`src/core/mcss_pkg.sv`:
```
package mcss_pkg;
  // field layout of the velocity constant code
  localparam int KT_CODE_W = 7;
  localparam int KT_EXP_W = 3;
  localparam int KT_MANT_W = 4;
  localparam int KT_EXP_LSB = 4;
  localparam int KT_MANT_LSB = 0;
  localparam int KT_VAL_W = 11;                 // 15 << 7 = 1920 fits in 11 bits
  localparam int KT_MANT_MIN_SHIFTED = 8;       // mantissa floor once exponent is non-zero
  // register offsets (word index on the plain port)
  localparam int ADDR_W = 4;
  localparam logic [ADDR_W-1:0] REG_KT = 4'h0;
  localparam logic [ADDR_W-1:0] REG_CTRL = 4'h1;
  localparam logic [ADDR_W-1:0] REG_STAT = 4'h2;
  localparam logic [ADDR_W-1:0] REG_KTVAL = 4'h3;
  // control bit positions
  localparam int CTRL_SPIN_CHECK = 0;
  localparam int CTRL_RESYNC = 1;
  localparam int CTRL_POSDET = 2;
  localparam int CTRL_BRAKE = 3;
  localparam int CTRL_START = 4;
  // reset values
  localparam logic [6:0] KT_RESET = 7'h00;
  localparam logic [7:0] CTRL_RESET = 8'h01;
  // time the align or position step is held, and the brake time
  localparam int ALIGN_TIME_US = 100;
  localparam int BRAKE_TIME_US = 100;
  localparam int CLK_MHZ = 25;
  localparam int ALIGN_CYCLES = ALIGN_TIME_US * CLK_MHZ;
  localparam int BRAKE_CYCLES = BRAKE_TIME_US * CLK_MHZ;
  localparam int CNT_W = 16;

  typedef enum logic [1:0] {
    MCSS_STILL,
    MCSS_FWD,
    MCSS_REV
  } mcss_motion_t;

  typedef enum logic [2:0] {
    MCSS_PATH_NONE,
    MCSS_PATH_POSDET,
    MCSS_PATH_ALIGN,
    MCSS_PATH_RESYNC,
    MCSS_PATH_WAIT,
    MCSS_PATH_BRAKE
  } mcss_path_t;
endpackage : mcss_pkg

```
`src/core/mcss_kt_decode.sv`:
```
`timescale 1ns/1ps
`default_nettype none
module mcss_kt_decode (
  input  wire logic [mcss_pkg::KT_CODE_W-1:0] code,   // packed exponent and mantissa
  output logic      [mcss_pkg::KT_VAL_W-1:0]  value,  // decoded digital constant
  output logic                                valid   // code is a legal encoding
);
  import mcss_pkg::*;

  logic [KT_EXP_W-1:0]  exponent;
  logic [KT_MANT_W-1:0] mantissa;

  // split the code and shift the mantissa by the exponent
  always_comb begin
    exponent = code[KT_EXP_LSB +: KT_EXP_W];
    mantissa = code[KT_MANT_LSB +: KT_MANT_W];
    value = KT_VAL_W'({7'h00, mantissa} << exponent);
    // a non-zero exponent needs a normalised mantissa, else the code is ambiguous
    valid = (exponent == 3'h0) || (mantissa >= 4'(KT_MANT_MIN_SHIFTED));
  end
endmodule : mcss_kt_decode
`default_nettype wire

```
`src/core/mcss_core.sv`:
```
// Operation
// decoded constant is the back-EMF to electrical-speed ratio for the motor model
// constant is a 7-bit code, 3-bit exponent above a 4-bit mantissa
// host scales the measured constant by 1090 before encoding
// decoded value is mantissa shifted left by exponent
// code 0x7f decodes to 1920, the largest constant
// code 0x01 decodes to 1, the smallest non-zero constant
// codes with non-zero exponent must carry mantissa 8 to 15
// at start-up classify motor as still, forward or reverse, pick a path
// still motor starts by position detection or align-and-go
// position detection reads rotor angle from inductance variation
// align-and-go drives one chosen phase to pull the rotor in line
// when enabled, forward-spinning motor resyncs straight into closed loop
// with spin check off the motor is treated as still
// reverse motor without reverse drive waits or brakes, then starts as still
// code is host-written and its decoded value used only after a full write
`timescale 1ns/1ps
`default_nettype none
module mcss_core #(
  parameter int ALIGN_CNT = mcss_pkg::ALIGN_CYCLES,   // align / detection hold in cycles
  parameter int BRAKE_CNT = mcss_pkg::BRAKE_CYCLES    // brake hold in cycles
) (
  input  wire logic                        clock,        // 25 MHz core clock
  input  wire logic                        sys_rst,      // async reset, active high
  input  wire logic [mcss_pkg::ADDR_W-1:0] addr,         // register index
  input  wire logic [31:0]                 wdata,        // write data
  input  wire logic                        wr,           // write strobe
  input  wire logic                        rd,           // read strobe
  output logic      [31:0]                 rdata,        // read data, cycle after rd
  input  wire logic                        motion_valid, // spin measurement ready (pin)
  input  wire logic                        motion_fwd,   // motor turning forward (pin)
  input  wire logic                        motion_moving,// motor above still threshold (pin)
  output logic      [mcss_pkg::KT_VAL_W-1:0] kt_value,   // decoded constant for the model
  output logic                             sense_inductance, // position detection pulses
  output logic                             align_drive,  // drive the align phase
  output logic                             brake_on,     // all low-side on
  output logic                             closed_loop   // closed-loop drive active
);
  import mcss_pkg::*;

  typedef enum logic [2:0] {
    MCSS_IDLE,
    MCSS_SENSE,
    MCSS_STOP_WAIT,
    MCSS_BRAKING,
    MCSS_POS,
    MCSS_ALIGN,
    MCSS_RUN
  } mcss_state_t;

  typedef struct packed {
    logic [KT_CODE_W-1:0] kt_code;
    logic [KT_VAL_W-1:0]  kt_live;
    logic [7:0]           ctrl;
    mcss_state_t          state;
    mcss_motion_t         motion;
    mcss_path_t           path;
    logic [CNT_W-1:0]     cnt;
    logic [31:0]          rdata;
    logic [1:0]           valid_s;
    logic [1:0]           fwd_s;
    logic [1:0]           moving_s;
  } mcss_st_t;

  mcss_st_t st;
  mcss_st_t next_st;

  logic [KT_VAL_W-1:0] dec_value;
  logic                dec_valid;

  initial begin
    if (ALIGN_CNT < 1 || ALIGN_CNT >= (1 << CNT_W)) $error("ALIGN_CNT out of range");
    if (BRAKE_CNT < 1 || BRAKE_CNT >= (1 << CNT_W)) $error("BRAKE_CNT out of range");
  end

  // combinational decode of the stored code only
  mcss_kt_decode u_dec (
    .code  (st.kt_code),
    .value (dec_value),
    .valid (dec_valid)
  );

  // next-state logic
  always_comb begin
    next_st = st;
    // pin inputs pass two flops before use
    next_st.valid_s = {st.valid_s[0], motion_valid};
    next_st.fwd_s = {st.fwd_s[0], motion_fwd};
    next_st.moving_s = {st.moving_s[0], motion_moving};
    // write path: the code lands whole in one strobe
    if (wr) begin
      unique case (addr)
        REG_KT: next_st.kt_code = wdata[KT_CODE_W-1:0];
        REG_CTRL: next_st.ctrl = wdata[7:0];
        default: ;
      endcase
    end
    // decoded value taken only from a completed write, so the model never sees a half code
    if (dec_valid) next_st.kt_live = dec_value;
    // read path, unmapped reads return zero
    next_st.rdata = 32'h0000_0000;
    if (rd) begin
      unique case (addr)
        REG_KT: next_st.rdata = {25'h0, st.kt_code};
        REG_CTRL: next_st.rdata = {24'h0, st.ctrl};
        REG_STAT: next_st.rdata = {23'h0, st.path, st.motion, 1'b0, st.state};
        REG_KTVAL: next_st.rdata = {20'h0, dec_valid, st.kt_live};
        default: next_st.rdata = 32'h0000_0000;
      endcase
    end
    // start bit self-clears once taken
    if (st.state == MCSS_IDLE && st.ctrl[CTRL_START] && !(wr && addr == REG_CTRL)) begin
      next_st.ctrl[CTRL_START] = 1'b0;
    end
    if (st.cnt != '0) next_st.cnt = st.cnt - 1'b1;
    unique case (st.state)
      MCSS_IDLE: begin
        if (st.ctrl[CTRL_START]) begin
          if (st.ctrl[CTRL_SPIN_CHECK]) begin
            next_st.state = MCSS_SENSE;
          end else begin
            // skipping the check means assuming a still rotor
            next_st.motion = MCSS_STILL;
            next_st.state = st.ctrl[CTRL_POSDET] ? MCSS_POS : MCSS_ALIGN;
            next_st.path = st.ctrl[CTRL_POSDET] ? MCSS_PATH_POSDET : MCSS_PATH_ALIGN;
            next_st.cnt = CNT_W'(ALIGN_CNT);
          end
        end
      end
      MCSS_SENSE: begin
        if (st.valid_s[1]) begin
          if (!st.moving_s[1]) begin
            next_st.motion = MCSS_STILL;
            next_st.state = st.ctrl[CTRL_POSDET] ? MCSS_POS : MCSS_ALIGN;
            next_st.path = st.ctrl[CTRL_POSDET] ? MCSS_PATH_POSDET : MCSS_PATH_ALIGN;
            next_st.cnt = CNT_W'(ALIGN_CNT);
          end else if (st.fwd_s[1]) begin
            next_st.motion = MCSS_FWD;
            if (st.ctrl[CTRL_RESYNC]) begin
              next_st.state = MCSS_RUN;
              next_st.path = MCSS_PATH_RESYNC;
            end else begin
              // no resync: let it coast down and restart as still
              next_st.state = MCSS_STOP_WAIT;
              next_st.path = MCSS_PATH_WAIT;
            end
          end else begin
            next_st.motion = MCSS_REV;
            if (st.ctrl[CTRL_BRAKE]) begin
              next_st.state = MCSS_BRAKING;
              next_st.path = MCSS_PATH_BRAKE;
              next_st.cnt = CNT_W'(BRAKE_CNT);
            end else begin
              next_st.state = MCSS_STOP_WAIT;
              next_st.path = MCSS_PATH_WAIT;
            end
          end
        end
      end
      MCSS_STOP_WAIT: begin
        // wait for the still verdict, then proceed as for a stationary motor
        if (st.valid_s[1] && !st.moving_s[1]) begin
          next_st.state = st.ctrl[CTRL_POSDET] ? MCSS_POS : MCSS_ALIGN;
          next_st.cnt = CNT_W'(ALIGN_CNT);
        end
      end
      MCSS_BRAKING: begin
        if (st.cnt == CNT_W'(1)) begin
          next_st.state = st.ctrl[CTRL_POSDET] ? MCSS_POS : MCSS_ALIGN;
          next_st.cnt = CNT_W'(ALIGN_CNT);
        end
      end
      MCSS_POS, MCSS_ALIGN: begin
        if (st.cnt == CNT_W'(1)) next_st.state = MCSS_RUN;
      end
      MCSS_RUN: begin
        // software stop is out of scope; hold here unless start is set again with spin check off, which returns to idle
        if (!st.ctrl[CTRL_SPIN_CHECK] && st.ctrl[CTRL_START]) next_st.state = MCSS_IDLE;
      end
      default: next_st.state = MCSS_IDLE;
    endcase
  end

  // state register
  always_ff @(posedge clock or posedge sys_rst) begin
    if (sys_rst) begin
      st <= '{kt_code: KT_RESET, kt_live: '0, ctrl: CTRL_RESET, state: MCSS_IDLE,
              motion: MCSS_STILL, path: MCSS_PATH_NONE, cnt: '0, rdata: '0,
              valid_s: '0, fwd_s: '0, moving_s: '0};
    end else begin
      st <= next_st;
    end
  end

  // outputs straight from state flops
  always_comb begin
    rdata = st.rdata;
    kt_value = st.kt_live;
    sense_inductance = (st.state == MCSS_POS);
    align_drive = (st.state == MCSS_ALIGN);
    brake_on = (st.state == MCSS_BRAKING);
    closed_loop = (st.state == MCSS_RUN);
  end
endmodule : mcss_core
`default_nettype wire

```
`config.mk`:
```
export PLATFORM = sky130hd
export DESIGN_NAME = mcss_core
export DESIGN_NICKNAME = d
export VERILOG_FILES = /design/src/core/mcss_pkg.sv /design/src/core/mcss_kt_decode.sv /design/src/core/mcss_core.sv
export SDC_FILE = /design/constraint.sdc
export NUM_CORES = 1
export LEC_CHECK = 0
export CAP_MARGIN = 20
export CORE_MARGIN = 4
export CORE_UTILIZATION = 50
export DETAILED_ROUTE_END_ITERATION = 10
export DONT_BUFFER_PORTS = 1
export GPL_ROUTABILITY_DRIVEN = 0
export SLEW_MARGIN = 5
export SYNTH_ARGS = -nofsm -noshare
export SYNTH_HDL_FRONTEND = slang
export SYNTH_SLANG_ARGS = --single-unit
```
`constraint.sdc`:
```
create_clock -name clock -period 2.2 [get_ports clock]
set_input_delay 0.22 -clock clock [delete_from_list [all_inputs] [get_ports clock]]
set_output_delay 0.22 -clock clock [all_outputs]
set_load 0.1 [all_outputs]
```
# --- After elaboration in Yosys (flattened, before gate mapping) ---
# Cells that the tools add are included.
word_totals:
  ff_bits: 88
  inputBits: 43
op_classes:
  addsub: 1
  order_cmp: 1
  n_eq_ne: 17
  shift: 1
  n_mux: 29
  reduce_logical: 22
op_table:
  columns: ["operator", "count"]
  rows:
  - ["16-bit 2-to-1 mux", 5]
  - ["24-bit 2-to-1 mux", 3]
  - ["16-bit one-hot mux with 4 select lines", 1]
  - ["12-bit one-hot mux with 4 select lines", 1]
  - ["21-bit 2-to-1 mux", 1]
  - ["3-bit 2-to-1 mux", 7]
  - ["3-bit one-hot mux with 6 select lines", 1]
  - ["16-bit by 1-bit == test with 1-bit output (second input constant)", 1]
  - ["16-bit nonzero test", 1]
  - ["16-bit by 1-bit subtractor with 16-bit output (second input constant)", 1]
  - ["12-bit 2-to-1 mux", 1]
  - ["4-bit by 3-bit << shifter with 11-bit output", 1]
  - ["5-bit 2-to-1 mux", 2]
  - ["2-bit != test (second input constant)", 5]
  - ["5-bit one-hot mux with 2 select lines", 1]
  - ["3-bit == test (second input constant)", 3]
  - ["4-bit by 2-bit == test with 1-bit output (second input constant)", 2]
  - ["8-bit 2-to-1 mux", 1]
  - ["3-bit by 2-bit == test with 1-bit output (second input constant)", 2]
  - ["3-bit zero test", 2]
  - ["2-bit AND reduction", 3]
  - ["6-bit AND reduction", 1]
  - ["2-bit nonzero test", 3]
  - ["1-bit logical AND", 5]
  - ["11 further kinds", 17]

# --- Depth between registers and ports, before layout ---
logic_depth:
  ltp_word: 7
  depth_mapped: 7

# --- Hierarchy ---
# Synthesis repeated with hierarchy kept, for this count alone.
hier_totals:
  cells_unflattened: 366
  hier_area_um2: 3865.0
modules_own_cells:
  columns: ["module", "instances", "cells_each", "area_per_inst_um2", "seq_area_each_um2"]
  rows:
  - ["mcss_core", 1, 333, 3608.5, 1702.9]
  - ["mcss_kt_decode", 1, 33, 256.5, 0.0]

# --- Worst setup path before layout ---
# OpenSTA, ideal clock, no wires.
synth_timing:
  path_kind: "register to output"
  start: "register st[61] (netlist name)"
  end: "output closed_loop"
  arrival_time_ps: 2005
  required_ps: 1980
  path_slack_ps: -25
  path_stages_with_launch: 4
  path_buffers: 1
  path_cell_list: "dfrtp_1 > clkbuf_1 > nand2_1 > nor2_1"
synth_via:
  elab_chain_cells: 1
synth_lines:
  columns: ["element", "line_no", "source"]
  rows:
  - ["start: declaration", "mcss_core.sv:65", "mcss_st_t st;"]
  - ["start signal: assignment", "mcss_core.sv:187", "st <= '{kt_code: KT_RESET, kt_live: '0, ctrl: CTRL_RESET, state: MCSS_IDLE,"]
  - ["start signal: assignment", "mcss_core.sv:191", "st <= next_st;"]
  - ["3-bit == test", "mcss_core.sv:202", "closed_loop = (st.state == MCSS_RUN);"]
  - ["end: declaration", "mcss_core.sv:37", "output logic closed_loop"]
# No other way between the ends.

==> key figures <==
Place
  • Placed Cells: 477
  • Post-DP HPWL: 5.69 mm
  • Post-DP Area: around 3800 sq um
  • DP Worst Slack: between 0.15 and 0.2 ns
  • IO Port Bufs: 0

Routing
  • Post-DR wirelength/cell: 15.8 um
  • Drt first pass iters: 4
  • WL final: 7.87 mm
  • Number of antenna-violating nets in the routed design: 0
  • 1st-iter DRT viols: 163
  • Via density: 5.33
  • DRC: 0
  • Via count: 2658

Final layout
  • Design Area, Final: 4070 sq um
  • Non-filler cells in the finished layout: 499
  • Area growth from synthesis to layout: 8.94%
  • Ant. Diodes: 0
  • Multi-input logic area: between 1500 and 2000 sq um
  • Nets: 441
  • Layout cells sized above 1: 20.5%
  • Filler cells: 701
  • Reg area: approximately 1700 sq um

Critical path
  • R2r worst-path depth: 4
  • Crit path launch: st[48]
  • CP Capture Type: flop
  • Worst-path fanout max: 6
  • CP Capture Point: st[52]
  • Data arrival time of the critical path: ~2.3 ns
  • Critical R2R Capture: st[52]
  • Slowest-stage cell, CP: or4_4
  • Crit path cell chain: or4_4 > or3_1 > or4_4 > a21oi_2
  • CP dominant cell by count: or4_4
  • RR Startpoint: st[48]
  • Element type at the critical path start: flop
  • Reg2Reg Setup Slack: roughly 0.17 ns
  • Crit path required time: 2.48 ns
  • WS Path Type: flop to flop
  • CP max stage delay: 0.58 ns

STA
  • Fin crit period: between 2 and 2.5 ns
  • Final WS setup: approximately 0.17 ns
  • Setup Viol. Count Final: 0
  • Worst slew pin tran: 0.872 ns
  • Fin. Hold Viols: 0
  • Setup TNS: 0 ns
  • Final period util: 92.5%
  • FMAX: 492 MHz
  • Slew Limit Fails: 0
  • Worst Clk Skew: 0.0107 ns
  • Rel. slew slack: 41.9%
  • RSZ-0062 raised after global routing: false

Die
  • # IOs: 90
  • DIE WIDTH: roughly 94 um
  • Initial core utilization: 51.5%
  • Core ar.: 7250 sq um
  • Row Count: 31
  • DIE AREA: 8920 sq um
  • Die Y: around 94 um

Clock tree
  • Root Driver: clkbuf_8
  • TritonCTS Sinks: 68
  • Clock-pin slew on the worst setup and hold paths: roughly 0.08 ns
  • Clock buffer depth: 2
  • CTS tree: yes
  • H-tree level count: 3
  • Worst skew pair latency: 0.34 ns
  • CTS buffer count: 9
  • PostCTS Resize Cnt: 0

Synthesis
  • Synth Area in Adders: 1.00%
  • Flops & latches, synth: a little under 70
  • Seq/Total Area, Yosys: 45.6%
  • Synth top area share: 44.9%
  • Compound-Gate Fraction of Synth Area: 12.9%
  • Synthesized-area fraction occupied by xor and xnor cells: under 10%
  • Area leader, netlist: dfrtp_1
  • Gate Count Post-Synth: 381
  • Mux cell area share after synthesis: between 8 and 9%
  • Largest family of logic cells by synthesized area: simple AND/OR/NAND/NOR gates
  • Synth area leaders: dfrtp_1 45%, buf_4 8.6%, mux2_2 5.1%, nand2_1 3.4%, nor2_1 3.0%
  • Most numerous cell in the Yosys netlist: dfrtp_1
  • Synthesized area per cell: 9.81 sq um
  • Top FF cell, synth: dfrtp_1
  • Synth cell types: 56
  • Synth Cell Area: 3740 sq um
  • Post-synth top cells: 67 x dfrtp_1, 43 x buf_4, 34 x nand2_1
  • Simple-gate portion of the synthesized area: a little under a fifth
  • Synth Warn #: 0
  • Asr flop ratio synth: 100%
  • Post-synth EDFFs: 0

Power
  • Clock network fraction of design power: roughly 18%
  • Overall power: 5.08 mW
  • Combinational Power Share: 46.3%
  • LEAKAGE: 1.83 nW
  • Sw Pwr: 2.39 mW
  • Sw frac: about 47%
  • Pwr dens: around 1200 nW/um^2
  • Int Pwr: roughly 2.7 mW
  • Sequential share of power: 35.7%
  • VDD IR-drop max: 0.552 mV

Global route
  • Global-route wire length before repair: 13.2 mm
  • Initial antenna violation count: 0
  • Largest net degree at the start of global routing: 69
  • Grt ovf: 0
  • Total track usage: between 10% and 20%
  • Vias in the first global route: 2544

Flow run
  • Max_cap viols: 0

Worst hold path
  • Hold WC Path Type: input port to flop

Outcome
  • Status: complete, no violations
-- power by group through the flow --
stage / Sequential (mW) / Combinational [mW] / Clock, mW
finish: 1.81 / 2.35 / 0.915
global route: 1.85 / 2.54 / 1.01
CTS: 1.81 / 2.36 / 0.944
detailed placement: 1.84 / 2.35 / 0
global placement: 1.82 / 2.31 / 0
floorplan: 1.73 / 2.05 / 0
-- cells in the final DEF (no fill, tap or decap), drive strengths merged, types with 5 or more instances in the layout --
cell         count
dfrtp           67
buf             36
nand2           34
nor2            30
conb            20
a21oi           20
mux2            17
o21ai           15
nand3           11
inv             11
clkbuf          10
and3             8
nor2b            8
and2             8
nand2b           7
a211oi           7
nor3             6
xor2             6
dlygate4sd3      6
mux2i            5
nand4            5
nor4             5
clkinv           5
-- routing by layer --
layer | vias to the layer above | track usage [%] | wire length (um)
met5 | - | 0 | 0
met4 | 0 | 8.53 | 109
met2 | 81 | 27.4 | 3470
li1 | 1304 | - | -
met1 | 1261 | 27.2 | 3720
met3 | 12 | 5.34 | 576
-- metrics by stage --
stage | util, % | hold slack, ns
after floorplan | - | 0.251
after global placement | 52.9 | 0.212
after detailed placement | 52.9 | 0.212
after CTS | 56.0 | 0.00657
after global routing | 56.1 | 0.00555
final | 56.1 | 0.0237
-- final cells by class --
| class | count | area share, % |
|---|---|---|
| clock buffers | 10 | 3.38 |
| clock inverters | 6 | 0.983 |
| inverters | 11 | 1.01 |
| multi-input cells | 263 | 41.3 |
| flip-flops and latches | 68 | 41.8 |
| well taps | 99 | 3.04 |
| repair buffers | 42 | 8.42 |
-- cells by family after synthesis --
family          Yosys count
simple gates            134
compound gates           71
buf+inv                  69
flops                    68
mux                      25
xor+xnor                 10
fa+ha+maj                 3
other cells               1
-- worst min-delay path by stage --
stage                             start          to  slack, ns  depth (start not counted)
after CTS                      wdata[5]      st[67]      0.007                          1
after global routing           wdata[6]      st[87]      0.006                          1
after global placement          sys_rst   rdata[11]       0.21                          2
after detailed placement        sys_rst    rdata[9]       0.21                          2
after floorplan           motion_moving  next_st[1]       0.25                          0
final                          wdata[3]      st[84]       0.02                          1
-- critical path, delay by kind of cell (launching register included) --
kind	cells	cell delay, ns
AOI/OAI and AO/OA	1	0.14
DFF	1	0.44
and+or+nand+nor	3	1.40
-- sequential cells by signal, summed over array words and instances, names as in the netlist --
register	flops
kt_value	11
next_st	3
st	42
rdata	12
-- repair_timing --
item,CTS,global route
setup buffers,0,0
setup endpoints to repair,0,0
endpoints found under the hold margin,73,1
hold buffers,5,1
Power figures use the tool's default switching activity.
